`src/liu_alarm_pkg.sv`:
```
// Operation
// - Occurring or ongoing events set their status bit to one.
// - Latched bit stays set until read; read clears; sets again only on new event.
// - Latched all-ones and carrier-loss bits stay set after read while alarm persists.
// - Status write: ones take latest information, zeros hold previous value.
// - Only status bits drive the active-low interrupt, each individually maskable.
// - Interrupt mask at 07H, status layout, zero masks and one enables.
// - All-ones, carrier-loss, clock-loss interrupt on any change; released when read.
// - Other bits interrupt when set; released after read if nothing else pending.
// - E1 all-ones sets below two zeros per 512 bits, clears above two.
// - T1 all-ones sets at five or fewer zeros per 3ms, clears at six.
// - E1 carrier loss after 255 or 2048 zeros; clears on 32 ones in 255 bits.
// - T1 carrier loss after 192 or 1544 zeros; clears on 14 ones in 112 bits.
// - Status at 06H: loop up, loop down, clock loss, ones, carrier, limit, open, pattern.
// - Loop-up and loop-down bits set while programmed loop code is received.
// - Clock-loss bit and pin assert after 5us without transmit clock transition.
// - Current-limit bit asserts whenever limiter activates, enabled or not.
// - Control six bit 3 routes recovered clock and data around jitter attenuator.
// - Control six bits 2 to 0 select the error count source.
`default_nettype none
package liu_alarm_pkg;
    // =========================================
    // Register map
    localparam logic [7:0] ADDR_STATUS = 8'h06;
    localparam logic [7:0] ADDR_MASK   = 8'h07;
    localparam logic [7:0] ADDR_CTRL6  = 8'h0C;
    localparam logic [7:0] MASK_RST    = 8'h00;
    localparam logic [7:0] CTRL6_RST   = 8'h00;
    localparam logic [7:0] STATUS_RST  = 8'h00;
    // =========================================
    // Status fields
    localparam int BIT_LOOP_UP = 7;
    localparam int BIT_LOOP_DOWN = 6;
    localparam int BIT_CLK_LOST = 5;
    localparam int BIT_UA1 = 4;
    localparam int BIT_CARRIER = 3;
    localparam int BIT_PRBS = 0;
    localparam int CTRL6_BYPASS_BIT = 3;
    localparam logic [7:0] LATCHED_BITS = 8'hD8;
    localparam logic [7:0] LEVEL_LATCH  = 8'h18;
    localparam logic [7:0] EDGE_LATCH   = 8'hC0;
    localparam logic [7:0] CHANGE_IRQ   = 8'h38;
    // =========================================
    // Alarm criteria
    localparam logic [9:0]  E1_UA1_WIN   = 10'h200;
    localparam logic [3:0]  E1_UA1_SET   = 4'h1;
    localparam logic [3:0]  E1_UA1_CLR   = 4'h3;
    localparam logic [3:0]  T1_UA1_SET   = 4'h5;
    localparam logic [3:0]  T1_UA1_CLR   = 4'h6;
    localparam logic [11:0] E1_LOSS_ZEROS = 12'h0FF;
    localparam logic [11:0] E1_LOSS_LONG  = 12'h800;
    localparam logic [11:0] T1_LOSS_ZEROS = 12'h0C0;
    localparam logic [11:0] T1_LOSS_LONG  = 12'h608;
    localparam logic [7:0]  E1_LOSS_WIN   = 8'hFF;
    localparam logic [7:0]  T1_LOSS_WIN   = 8'h70;
    localparam logic [5:0]  E1_LOSS_ONES  = 6'h20;
    localparam logic [5:0]  T1_LOSS_ONES  = 6'h0E;
    // =========================================
    // Timing
    localparam int CLK_PERIOD_NS = 10;
    localparam int CLK_LOST_NS      = 5000;
    localparam int CLK_LOST_CYC_INT = (CLK_LOST_NS + CLK_PERIOD_NS - 1) / CLK_PERIOD_NS;
    localparam logic [9:0] CLK_LOST_CYC = 10'(CLK_LOST_CYC_INT);
    localparam int T1_WIN_NS     = 3000000;
    localparam int T1_WIN_CYC    = T1_WIN_NS / CLK_PERIOD_NS;
    // =========================================
    // Control six layout
    typedef struct packed {
        logic [3:0] loop_ctrl;
        logic       recovered_clock_attenuator_bypass;
        logic [2:0] error_count_select;
    } ctrl6_t;
endpackage
`default_nettype wire

```
`src/liu_alarm_status_interrupt.sv`:
```
`default_nettype none
module liu_alarm_status_interrupt
    import liu_alarm_pkg::*;
#(
    parameter int T1_WIN = T1_WIN_CYC
) (
    input  wire logic       clk_sys_i,
    input  wire logic       reset_i,
    input  wire logic [7:0] addr_i,
    input  wire logic       wr_en_i,
    input  wire logic       rd_en_i,
    input  wire logic [7:0] wdata_i,
    output logic      [7:0] rdata_o,
    output logic            int_n_o,
    input  wire logic       e1_mode_i,
    input  wire logic       long_zero_count_select_i,
    input  wire logic       rx_bit_en_i,
    input  wire logic       receive_line_pos_i,
    input  wire logic       receive_line_neg_i,
    input  wire logic       transmit_clock_in_i,
    input  wire logic       loop_up_match_i,
    input  wire logic       loop_down_match_i,
    input  wire logic       current_limit_hit_i,
    input  wire logic       transmit_open_circuit_i,
    input  wire logic       pattern_detect_i,
    output logic            transmit_clock_lost_o,
    output logic            recovered_clock_attenuator_bypass_o,
    output logic      [2:0] error_count_select_o
);
    // Window counter must also span the 512-bit E1 window
    localparam int UW = $clog2(((T1_WIN > 512) ? T1_WIN : 512) + 1);

    // =========================================
    // Line detectors
    logic          rx_one;
    logic          transmit_clock_in_prev_reg, transmit_clock_in_prev_next;
    logic [9:0]    silent_cnt_reg, silent_cnt_next;
    logic          clk_lost_reg, clk_lost_next;
    logic [11:0]   zrun_reg, zrun_next;
    logic          loss_reg, loss_next;
    logic          rwin_reg, rwin_next;
    logic [7:0]    rcnt_reg, rcnt_next;
    logic [5:0]    rones_reg, rones_next;
    logic [UW-1:0] uwin_reg, uwin_next;
    logic [3:0]    uzero_reg, uzero_next;
    logic          ua1_reg, ua1_next;
    logic [11:0]   zthr;
    logic [3:0]    zcnt;
    logic          wend;

    assign rx_one = receive_line_pos_i | receive_line_neg_i;

    always_comb begin
        transmit_clock_in_prev_next = transmit_clock_in_i;
        silent_cnt_next = silent_cnt_reg;
        clk_lost_next   = clk_lost_reg;
        zrun_next       = zrun_reg;
        loss_next       = loss_reg;
        rwin_next      = rwin_reg;
        rcnt_next      = rcnt_reg;
        rones_next     = rones_reg;
        uwin_next      = uwin_reg;
        uzero_next     = uzero_reg;
        ua1_next       = ua1_reg;
        if (e1_mode_i) begin
            zthr = long_zero_count_select_i ? E1_LOSS_LONG : E1_LOSS_ZEROS;
        end else begin
            zthr = long_zero_count_select_i ? T1_LOSS_LONG : T1_LOSS_ZEROS;
        end
        // Any edge restarts the silence count
        if (transmit_clock_in_i != transmit_clock_in_prev_reg) begin
            silent_cnt_next = 10'h000;
            clk_lost_next   = 1'b0;
        end else if (silent_cnt_reg >= CLK_LOST_CYC - 10'h001) begin
            clk_lost_next = 1'b1;
        end else begin
            silent_cnt_next = silent_cnt_reg + 10'h001;
        end
        zcnt = uzero_reg;
        if (rx_bit_en_i && !rx_one && uzero_reg != 4'hF) begin
            zcnt = uzero_reg + 4'h1;
        end
        // E1 windows count bits, T1 windows count time
        if (e1_mode_i) begin
            wend = rx_bit_en_i && (uwin_reg == UW'(E1_UA1_WIN - 10'h001));
        end else begin
            wend = (uwin_reg >= UW'(T1_WIN - 1));
        end
        if (wend) begin
            uwin_next  = '0;
            uzero_next = 4'h0;
            if (e1_mode_i) begin
                if (zcnt <= E1_UA1_SET) ua1_next = 1'b1;
                if (zcnt >= E1_UA1_CLR) ua1_next = 1'b0;
            end else begin
                if (zcnt <= T1_UA1_SET) ua1_next = 1'b1;
                if (zcnt >= T1_UA1_CLR) ua1_next = 1'b0;
            end
        end else begin
            uzero_next = zcnt;
            if (!e1_mode_i || rx_bit_en_i) uwin_next = uwin_reg + UW'(1);
        end
        if (rx_bit_en_i) begin
            if (rx_one) begin
                zrun_next = 12'h000;
            end else if (zrun_reg < zthr) begin
                zrun_next = zrun_reg + 12'h001;
            end
            if (!rx_one && zrun_reg == zthr - 12'h001) begin
                loss_next = 1'b1;
            end
            // Clear window opens on the first one seen during loss
            if (!loss_reg) begin
                rwin_next = 1'b0;
            end else if (!rwin_reg) begin
                if (rx_one) begin
                    rwin_next  = 1'b1;
                    rcnt_next  = 8'h01;
                    rones_next = 6'h01;
                end
            end else begin
                rcnt_next = rcnt_reg + 8'h01;
                if (rx_one && rones_reg != 6'h3F) rones_next = rones_reg + 6'h01;
                if (rcnt_next == (e1_mode_i ? E1_LOSS_WIN : T1_LOSS_WIN)) begin
                    rwin_next = 1'b0;
                    if (rones_next >= (e1_mode_i ? E1_LOSS_ONES : T1_LOSS_ONES)) begin
                        loss_next = 1'b0;
                    end
                end
            end
        end
    end

    always_ff @(posedge clk_sys_i) begin
        if (reset_i) begin
            transmit_clock_in_prev_reg <= 1'b0;
            silent_cnt_reg <= 10'h000;
            clk_lost_reg   <= 1'b0;
            zrun_reg       <= 12'h000;
            loss_reg       <= 1'b0;
            rwin_reg      <= 1'b0;
            rcnt_reg      <= 8'h00;
            rones_reg     <= 6'h00;
            uwin_reg      <= '0;
            uzero_reg     <= 4'h0;
            ua1_reg       <= 1'b0;
        end else begin
            transmit_clock_in_prev_reg <= transmit_clock_in_prev_next;
            silent_cnt_reg <= silent_cnt_next;
            clk_lost_reg   <= clk_lost_next;
            zrun_reg       <= zrun_next;
            loss_reg       <= loss_next;
            rwin_reg      <= rwin_next;
            rcnt_reg      <= rcnt_next;
            rones_reg     <= rones_next;
            uwin_reg      <= uwin_next;
            uzero_reg     <= uzero_next;
            ua1_reg       <= ua1_next;
        end
    end

    // =========================================
    // Status, mask and control registers
    logic [7:0] live, prev_reg, rise, chg, src, rd_clr;
    logic [7:0] latch_reg, latch_next, status_reg, status_next;
    logic [7:0] pend_reg, pend_next, sel_reg, sel_next;
    logic [7:0] mask_reg, mask_next, rdata_reg, rdata_next;
    ctrl6_t     ctrl6_reg, ctrl6_next;
    logic       int_n_reg, int_n_next;
    logic       rd_st, wr_st;

    assign live = {loop_up_match_i, loop_down_match_i, clk_lost_reg, ua1_reg, loss_reg,
                   current_limit_hit_i, transmit_open_circuit_i, pattern_detect_i};
    assign rise  = live & ~prev_reg;
    assign chg   = live ^ prev_reg;
    assign rd_st = rd_en_i && addr_i == ADDR_STATUS;
    assign wr_st = wr_en_i && addr_i == ADDR_STATUS;

    always_comb begin
        // Read clears only the positions the host just selected
        rd_clr      = rd_st ? sel_reg : 8'h00;
        latch_next  = (latch_reg & ~(rd_clr & LATCHED_BITS))
                    | (rise & EDGE_LATCH) | (live & LEVEL_LATCH);
        src         = (latch_reg & LATCHED_BITS) | (live & ~LATCHED_BITS);
        status_next = status_reg;
        sel_next    = sel_reg;
        mask_next   = mask_reg;
        ctrl6_next  = ctrl6_reg;
        rdata_next  = rdata_reg;
        if (wr_st) begin
            status_next = (wdata_i & src) | (~wdata_i & status_reg);
            sel_next    = wdata_i;
        end else if (rd_st) begin
            status_next = (status_reg & ~(rd_clr & LATCHED_BITS))
                        | (status_reg & rd_clr & live & LEVEL_LATCH);
        end
        if (wr_en_i && addr_i == ADDR_MASK) begin
            mask_next = wdata_i;
        end else if (wr_en_i && addr_i == ADDR_CTRL6) begin
            ctrl6_next = ctrl6_t'(wdata_i);
        end
        if (rd_en_i) begin
            if (addr_i == ADDR_STATUS) begin
                rdata_next = status_reg;
            end else if (addr_i == ADDR_MASK) begin
                rdata_next = mask_reg;
            end else if (addr_i == ADDR_CTRL6) begin
                rdata_next = ctrl6_reg;
            end else begin
                rdata_next = 8'h00;
            end
        end
        // New events win over a clear in the same cycle
        pend_next  = (pend_reg & ~rd_clr) | (chg & CHANGE_IRQ)
                   | (rise & ~CHANGE_IRQ);
        int_n_next = ~|(pend_reg & mask_reg);
    end

    always_ff @(posedge clk_sys_i) begin
        if (reset_i) begin
            prev_reg   <= 8'h00;
            latch_reg  <= STATUS_RST;
            status_reg <= STATUS_RST;
            pend_reg   <= 8'h00;
            sel_reg    <= 8'h00;
            mask_reg   <= MASK_RST;
            ctrl6_reg  <= ctrl6_t'(CTRL6_RST);
            rdata_reg  <= 8'h00;
            int_n_reg  <= 1'b1;
        end else begin
            prev_reg   <= live;
            latch_reg  <= latch_next;
            status_reg <= status_next;
            pend_reg   <= pend_next;
            sel_reg    <= sel_next;
            mask_reg   <= mask_next;
            ctrl6_reg  <= ctrl6_next;
            rdata_reg  <= rdata_next;
            int_n_reg  <= int_n_next;
        end
    end

    assign rdata_o               = rdata_reg;
    assign int_n_o               = int_n_reg;
    assign transmit_clock_lost_o = clk_lost_reg;
    assign recovered_clock_attenuator_bypass_o = ctrl6_reg.recovered_clock_attenuator_bypass;
    assign error_count_select_o  = ctrl6_reg.error_count_select;

    // =========================================
    // Checks
    a_clk_lost_clears: assert property (@(posedge clk_sys_i) disable iff (reset_i)
        transmit_clock_in_i != transmit_clock_in_prev_reg |=> !transmit_clock_lost_o)
        else $error("clock loss held across a clock edge");
    a_change_irq_pend: assert property (@(posedge clk_sys_i) disable iff (reset_i)
        ($changed(clk_lost_reg) && !rd_st) |=> pend_reg[BIT_CLK_LOST])
        else $error("clock loss change did not raise interrupt");
    a_int_cause: assert property (@(posedge clk_sys_i) disable iff (reset_i)
        !int_n_o |-> |($past(pend_reg) & $past(mask_reg)))
        else $error("interrupt low with no unmasked cause");
    a_read_clears: assert property (@(posedge clk_sys_i) disable iff (reset_i)
        (rd_st && sel_reg[BIT_LOOP_UP] && !rise[BIT_LOOP_UP]) |=> !latch_reg[BIT_LOOP_UP])
        else $error("loop-up latch survived read");
    a_loss_persists: assert property (@(posedge clk_sys_i) disable iff (reset_i)
        (rd_st && loss_reg) |=> latch_reg[BIT_CARRIER])
        else $error("carrier loss cleared while present");
    a_write_holds: assert property (@(posedge clk_sys_i) disable iff (reset_i)
        wr_st |=> ((status_reg & ~$past(wdata_i)) == ($past(status_reg) & ~$past(wdata_i))))
        else $error("unselected status bit changed on write");
    a_loss_sets: assert property (@(posedge clk_sys_i) disable iff (reset_i)
        (rx_bit_en_i && !rx_one && zrun_reg == zthr - 12'h001) |=> loss_reg)
        else $error("carrier loss missed its zero count");
    a_bypass_bit: assert property (@(posedge clk_sys_i) disable iff (reset_i)
        (wr_en_i && addr_i == ADDR_CTRL6) |=>
        recovered_clock_attenuator_bypass_o == $past(wdata_i[CTRL6_BYPASS_BIT]))
        else $error("bypass control not taken");
    a_pattern_rt: assert property (@(posedge clk_sys_i) disable iff (reset_i)
        (wr_st && wdata_i[BIT_PRBS]) |=> status_reg[BIT_PRBS] == $past(pattern_detect_i))
        else $error("pattern bit not real-time");
endmodule
`default_nettype wire

```
`config.mk`:
```
export PLATFORM = sky130hd
export DESIGN_NAME = liu_alarm_status_interrupt
export DESIGN_NICKNAME = d
export VERILOG_FILES = /design/src/liu_alarm_pkg.sv /design/src/liu_alarm_status_interrupt.sv
export SDC_FILE = /design/constraint.sdc
export NUM_CORES = 1
export LEC_CHECK = 0
export ABC_AREA = 1
export BUFFER_PORTS_ARGS = -buffer_cell sky130_fd_sc_hd__buf_2
export CORE_UTILIZATION = 62
export DETAILED_ROUTE_END_ITERATION = 10
export PLACE_DENSITY = 0.92
export SYNTH_ARGS = -nofsm -noshare
export SYNTH_HDL_FRONTEND = slang
export SYNTH_SLANG_ARGS = --single-unit
export TNS_END_PERCENT = 1
```
`constraint.sdc`:
```
create_clock -name clk_sys_i -period 5.05 [get_ports clk_sys_i]
set_clock_uncertainty 0.15 [all_clocks]
set_input_delay 0.2525 -clock clk_sys_i [delete_from_list [all_inputs] [get_ports clk_sys_i]]
set_output_delay 0.2525 -clock clk_sys_i [all_outputs]
set_load 0.02 [all_outputs]
```
# Word-level counts from Yosys, hierarchy flattened

Cells that the tools add are included.

Word-level logic and storage cells: 131
Register bits: 129
Input port bits: 31
Output and inout bits: 14

$add $sub $neg: 7
Equality and inequality tests: 10
Bitwise logic cells: 23
$lt $le $gt $ge: 8
Multiplexer cells: 37
Reduce and logical (&&, ||, !) cells: 24

Operator list:

| kind                    | number |
|---|---|
| $mux W8                 | 9 |
| $and A8 B8 Y8           | 7 |
| $mux W12                | 4 |
| $mux W6                 | 7 |
| $not A8 Y8              | 4 |
| $or A8 B8 Y8            | 3 |
| $add A19 B1 Y19 const B | 1 |
| $eq A19 B9 Y1 const B   | 1 |
| $ge A19 B19 Y1 const B  | 1 |
| $eq A8 B3 Y1 const B    | 2 |
| $or A8 B5 Y8            | 2 |
| $or A8 B6 Y8            | 2 |
| $mux W1                 | 15 |
| $add A12 B1 Y12 const B | 1 |
| $eq A12 B12 Y1          | 1 |
| $lt A12 B12 Y1          | 1 |
| $sub A12 B1 Y12 const B | 1 |
| $mux W11                | 1 |
| $add A10 B1 Y10 const B | 1 |
| $and A5 B5 Y5           | 2 |
| $ge A10 B9 Y1 const B   | 1 |
| $logic_and A1 B1 Y1     | 9 |
| $add A8 B1 Y8 const B   | 1 |
| $eq A8 B4 Y1 const B    | 1 |
| other kinds (24)        | 31 |

# Depth between registers and ports, before layout

Gate-level depths: netlist (run 1).

Depth after elaboration: 11
Gate-level depth with buffers: 16
Mapped depth without buffers: 15

# Least setup slack after synthesis (run 1)

Ideal clock, no wire load.

Kind: reg-to-reg
Start point: reg rones_reg[0]
End point: reg loss_reg
Data required time: 4.830 ns
Setup slack: 3.026 ns
Clock period less this slack: 2.024 ns
Setup time: 0.070 ns
Data arrival time: 1.804 ns
Buffers on the path: 0
Stages on the path, launching flop included: 13
Path through: dfxtp_1 > ha_1 > nand3_1 > o21ai_2 > nor2_1 > nand3_1 > xnor2_1 > ha_1 > nand2_1 > nor2_1 > nor2_1 > nand3_1 > a21oi_1

Cells in the longest elaborated chain, start to end: 11
Elaborated cells on any way between the ends: 12
Classes of those cells: 1 x add/sub; 1 x order compare; 1 x eq/ne; 8 x mux; 1 x reduce/logical

RTL lines:

| what                                                  | RTL line                          | RTL |
|---|---|---|
| from (decl)                                           | liu_alarm_status_interrupt.sv:43  | `logic [5:0] rones_reg, rones_next;` |
| from (signal assigned)                                | liu_alarm_status_interrupt.sv:155 | `rones_reg <= rones_next;` |
| branches (longest 2 deep; another with $add A6 B1 Y6) | -                                 |  |
| $mux W6 *                                             | liu_alarm_status_interrupt.sv:123 | `if (rx_one && rones_reg != 6'h3F) rones_next = rones_reg + 6'h01;` |
| $mux W6 *                                             | liu_alarm_status_interrupt.sv:115 | `end else if (!rwin_reg) begin` |
| $mux W6 *                                             | liu_alarm_status_interrupt.sv:113 | `if (!loss_reg) begin` |
| $mux W6 *                                             | liu_alarm_status_interrupt.sv:103 | `if (rx_bit_en_i) begin` |
| $ge A6 B6 Y1 *                                        | liu_alarm_status_interrupt.sv:126 | `if (rones_next >= (e1_mode_i ? E1_LOSS_ONES : T1_LOSS_ONES)) begin` |
| $mux W1 *                                             | liu_alarm_status_interrupt.sv:126 |  |
| $mux W1 *                                             | liu_alarm_status_interrupt.sv:124 | `if (rcnt_next == (e1_mode_i ? E1_LOSS_WIN : T1_LOSS_WIN)) begin` |
| $mux W1 *                                             | liu_alarm_status_interrupt.sv:115 |  |
| $mux W1 *                                             | liu_alarm_status_interrupt.sv:113 |  |
| to (signal assigned)                                  | liu_alarm_status_interrupt.sv:152 | `loss_reg <= loss_next;` |
| to (decl)                                             | liu_alarm_status_interrupt.sv:40  | `logic loss_reg, loss_next;` |

Mark *: on every way between the ends. The select of a mux whose other input is x is not followed.
A chain may end at the register's enable or synchronous reset.

# Worst setup path in the final report (run 1)

Ends and elaborated chain as after synthesis.

==> results of run 1 <==
power groups by stage:
stage               Clock, W  Combinational [W]  Sequential (W)
finish               0.00129           0.000130         0.00101
global route         0.00133           0.000141         0.00101
CTS                  0.00127           0.000123         0.00101
detailed placement         0           0.000110         0.00103
global placement           0           0.000106         0.00103
floorplan                  0          0.0000750         0.00103
critical path, delay by kind of cell (launching register included):
kind            cells  cell delay (ns)
xor+xnor            1             0.25
simple gates        7             0.81
fa+ha+maj           2             0.56
flops               1             0.36
compound gates      2             0.23
cell families (layout without fill, tap and decap cells):
family / after synthesis / count (layout) / synth area share [%]
simple gates: 495 / 495 / 32.41
compound gates: 137 / 137 / 11.37
buf+inv: 133 / 201 / 8.136
flops: 125 / 125 / 38.56
xor+xnor: 32 / 32 / 4.319
fa+ha+maj: 27 / 27 / 5.205
other cells: 0 / 1 / 0
cells in the mapped netlist, drive strengths merged, types with 6 or more instances:
master / count
clkbuf: 13
nor3: 21
buf: 13
o211ai: 6
nor2: 136
nand3: 64
xnor2: 12
ha: 27
a21oi: 84
nand4: 12
o21ai: 35
xor2: 20
nand2: 252
inv: 105
dfxtp: 125
stage by stage:
step	cell area [µm²]	hold slack (ns)
detailed placement	6758	0.2779
finish	7541	0.01086
CTS	7538	0.007201
floorplan	6490	0.2230
global route	7541	0.02821
global placement	6758	0.2725
worst min-delay path by stage:
stage / startpoint / end / slack [ns] / cells after the start
finish: rx_bit_en_i / zrun_reg[5] / 0.01 / 3
global route: rx_bit_en_i / zrun_reg[4] / 0.03 / 3
CTS: rx_bit_en_i / zrun_reg[5] / 0.007 / 3
detailed placement: silent_cnt_reg[9] / silent_cnt_reg[9] / 0.28 / 2
global placement: silent_cnt_reg[9] / silent_cnt_reg[9] / 0.27 / 2
floorplan: loop_down_match_i / prev_reg[6] / 0.22 / 2
per-layer routing:
layer | share of wire, % | up-vias
li1 | - | 3157
met1 | 40 | 3023
met2 | 46 | 405
met3 | 8.6 | 102
met4 | 5.0 | 0
met5 | 0 | -
what timing repair did:
action,in CTS,in global routing
endpoints found under the hold margin,53,0
hold buffers,17,0
buffers inserted,0,0
final cells by class:
cell class | instances | area share (%)
inverters | 107 | 5.326
clock inverters | 13 | 2.505
multi-input cells | 691 | 45.88
well taps | 133 | 2.207
clock buffers | 19 | 5.592
repair buffers | 62 | 5.276
flip-flops and latches | 125 | 33.18
diodes | 1 | 0.03318
==> results.txt, run 1 <==
switching power = 0.0005764 W
Rel. slew slack = 31.91%
Die W = 104.3 µm
Mapped Nets = 1007
first-pass GRT wire length = 29300 µm
drt wl/cell = 15.88 µm
Final ANT Viol Nets = 0
Clock Sinks = 125
Worst VDD drop = 0.0001691 V
CTS buffer count = 17
DR vias = 6687
share of the synthesized area in the top cell type = 38.56%
Worst-Margin Slew = 1.016 ns
Fill cells = 672
die area = 10880 µm²
port bufs = 44
routing usage on met2 = 53.55%
PwrDens = 321.8 nW/µm²
Core Region = 9955 µm²
Critical Path Source = rones_reg[0]
ys flop type = dfxtp_1
Syn Area/Cell = 6.839 µm²
Yosys warning count = 0
total global routing overflow = 0
M1 GR Usage = 39.78%
drt first pass iters = 11
Int Pwr = 0.001850 W
Setup crit end kind = flip-flop
max_cap viols = 0
final core utilization = 75.75%
setup slack, reg-to-reg = 2.63 ns
crit-path max cell delay = 0.36 ns
hold crit path type = in -> reg
Largest register FFs = 19
layout cell share with drive strength beyond 1 = 9.735%
count of pins over their slew limit = 0
post-synth top area cell = dfxtp_1
Comb pwr share = 5.4%
Cell Area, Synth = 6490 µm²
ranking of synthesized cells by area = dfxtp_1 (39%), nand2_1 (14%), nor2_1 (7.5%), a21oi_1 (6.5%), inv_1 (5.9%)
Placer Congestion = 0.8920
initial antenna violation count = 1
final cycle utilization of the critical path = 47.85%
CTS tree = built
FF+latch count, synth = 125
Starting Density = 65.20%
Initial DRC Count = 678
Fin. Hold Viols = 0
I/O pins = 45
Via density = 5.810
status = finished with violations
Critical R2R Launch = rones_reg[0]
Total Routed Length = 18270 µm
final setup margin = 2.634 ns
CP required = 5.37 ns
setup total negative slack = 0 ns
chip height = 104.3 µm
area grow syn2layout = 16.19%
Pwr Total = 0.002427 W
Pleak = 3.122 nW
power share of the clock group = 53.1%
crit-path cells = ha_1 -> nand3_1 -> o21ai_2 -> nor2_1 -> nand3_1 -> xnor2_1 -> ha_1 -> nand2_1 -> nor2_1 -> nor2_1 -> nand3_1 -> a21oi_1
number of remaining DRC errors = 1
Max clock buf depth = 2
CP Capture Point = loss_reg
FF-to-FF End = loss_reg
sequential fraction of the synthesis area = 38.56%
Mapped Cells = 949
H-tree depth = 4
worst-path fanout max = 5
final setup violating endpoints = 0
failing checks = design-rule violations
number of global-route vias before repair = 6279
root buf cell = clkbuf_8
Detailed Place HPWL = 10110 µm
sequential cell area = 2502 µm²
Post-synth EDFFs = 0
post-cts repair resize count = 0
Switching Fraction = 23.75%
commonest non-fill, non-tap cells in the layout = nand2_1 (248), nor2_1 (129), dfxtp_1 (125)
Finished Layout Cells = 1151
Total GRT Usage = 33.43%
CP Launch Type = flip-flop
row count = 36
dpl cells = 1101
worst reg2reg path depth = 12
nets = 1062
sequential share of power = 41.5%
clk slew on worst S/H paths = 0.07 ns
crit path DAT = 2.73 ns
largest net degree at the start of global routing = 70
Place WS = 2.324 ns
clk_lat worst skew = 0.53 ns
footprint of the multi-input gates = 3460 µm²
gr busiest metal = met2
Setup CP Type = reg -> reg
Post-synth ARST share = 0%
FMAX = 413.9 MHz
Cell variety after synth = 40
post-route minimum period = 2.416 ns
RSZ-0062 raised after global routing = no
CP max-delay cell = dfxtp_1
commonest non-fill, non-tap cell in the layout = nand2_1
met3 Use GR = 8.835%
No activity file was read; power rests on OpenSTA's default activity.
==> run 2, diff against run 1 <==
CORE_UTILIZATION = 55   (was 62)
PLACE_DENSITY = 0.87   (was 0.92)
clock period = 1.9 ns   (was 5.05 ns; I/O delays follow)
==> run 2 against run 1 <==
  * The flow finishes with violations (negative setup slack)
  * Power grew to 2.7 times the previous value
  * Sequential cell count unchanged
  * Non-clock buffer count rose by 54
  * Utilization fell by 4.9 points
  * Worst setup slack worse by 2.8 ns
  * Clock power rose to 2.8 times the previous value
  * Largest power group unchanged
==> results.txt, run 2 (synthesis gave the netlist of run 1 again) <==
Total Routed Length = 17400 µm
final setup margin = -0.1714 ns
Critical R2R Launch = rones_reg[0]
CP max-delay cell = dfxtp_2
Worst VDD drop = 0.0008949 V
drt wl/cell = 14.33 µm
layout cell share with drive strength beyond 1 = 16.62%
Final ANT Viol Nets = 0
CP Launch Type = flip-flop
Pleak = 3.440 nW
antenna cells = 0
total global routing overflow = 0
area grow syn2layout = 25.18%
crit-path max cell delay = 0.33 ns
first-pass GRT wire length = 28430 µm
RSZ-0062 raised after global routing = yes
row count = 39
Setup CP Type = reg -> reg
port bufs = 44
Min-Delay Startpoint = reset_i
H-tree depth = 4
Detailed Place HPWL = 10990 µm
clk_lat worst skew = 0.42 ns
Placer Congestion = 0.8981
status = finished with violations
hold crit path type = in -> reg
Starting Density = 56.60%
number of remaining DRC errors = 0
DR vias = 6687
clk slew on worst S/H paths = 0.06 ns
die area = 12240 µm²
commonest non-fill, non-tap cells in the layout = nand2_1 (243), nor2_1 (123), dfxtp_1 (121)
CP dominant cell by count = nand2_1
commonest non-fill, non-tap cell in the layout = nand2_1
Fin. Hold Viols = 0
number of global-route vias before repair = 6322
nets = 1116
Max clock buf depth = 2
crit-path cells = ha_4 -> nand3_4 -> buf_6 -> nor2_4 -> nor2_1 -> nand2_1 -> xor2_1 -> inv_1 -> ha_1 -> nand2_2 -> nor2_2 -> nand2_1 -> nand3_1 -> a21oi_1
I/O pins = 45
PwrDens = 818.2 nW/µm²
initial antenna violation count = 0
CP required = 2.06 ns
dpl cells = 1162
CTS buffer count = 17
Largest register FFs = 19
final cycle utilization of the critical path = 109.0%
Finished Layout Cells = 1214
largest net degree at the start of global routing = 37
Initial DRC Count = 662
failing checks = negative setup slack
Total GRT Usage = 28.44%
root buf cell = clkbuf_16
CTS tree = built
Via density = 5.508
crit path DAT = 2.23 ns
Critical Path Source = rones_reg[0]
Clock Sinks = 125
post-route minimum period = 2.071 ns
worst-path fanout max = 2
Worst-Margin Slew = 0.4124 ns
Rel. slew slack = 72.40%
Core Region = 11470 µm²
count of pins over their slew limit = 0
Pwr Total = 0.006647 W
drt first pass iters = 6
Setup crit end kind = flip-flop
Die W = 110.6 µm
max_cap viols = 0
final setup violating endpoints = 2
chip height = 110.6 µm
FMAX = 482.8 MHz
-- run 2: area by class of cell --
type | count | area, µm²
tap | 143 | 178.9
inverter | 107 | 401.6
fill | 834 | 3343
sequential | 125 | 2507
timing repair buffer | 116 | 823.3
clock inverter | 11 | 188.9
multi-input combinational | 691 | 3563
clock buffer | 21 | 460.4
-- run 2: per-layer routing --
layer / vias up / wire length, µm / global-route usage [%]
met5: - / 0 / 0
met4: 0 / 579 / 12.89
li1: 3271 / - / -
met1: 3022 / 7137 / 34.18
met3: 80 / 1308 / 6.861
met2: 314 / 8370 / 47.95
-- run 2: stage by stage --
stage	util (%)	setup WS [ns]	TNS, ns	cell area (µm²)	hold WS (ns)
floorplan	-	-0.05920	-0.05920	6510	0.06548
global placement	62.66	-0.1989	-2.190	7186	0.1660
finish	70.85	-0.1714	-0.1946	8124	0.01548
detailed placement	62.66	-0.2877	-3.290	7186	0.1705
global route	70.85	-0.3167	-0.6729	8124	0.03320
CTS	70.15	-0.09971	-0.1496	8044	0.007038
-- run 2: path summary, 6_finish.rpt --
| kind | to | slack [ns] | depth (start not counted) |
|---|---|---|---|
| worst min-delay path | loss_reg | 0.02 | 4 |
| worst min register to register | silent_cnt_reg[9] | 0.31 | 2 |
| worst max register to register | loss_reg | -0.17 | 14 |
| worst max-delay path | loss_reg | -0.17 | 14 |
-- run 2: repair_timing --
action	in CTS	in global routing
gates resized for setup	6	23
setup buffers	2	1
hold endpoints to repair	55	0
hold buffers	17	0
pin swaps	6	9
setup endpoints to repair	13	41
-- run 2: worst max-delay path, delay by kind of cell, from the launching register on --
family,cells,cell delay [ns]
flops,1,0.33
xor+xnor,1,0.15
compound gates,1,0.06
simple gates,8,0.64
buf+inv,2,0.19
fa+ha+maj,2,0.46
-- run 2: report_power, final --
| group | total, W | switching, W | internal, W | leakage, nW |
|---|---|---|---|---|
| clock | 0.00357 | 0.00118 | 0.00239 | 0.313 |
| combinational | 0.000397 | 0.000236 | 0.000161 | 2.11 |
| sequential | 0.00268 | 0.0000217 | 0.00266 | 1.01 |
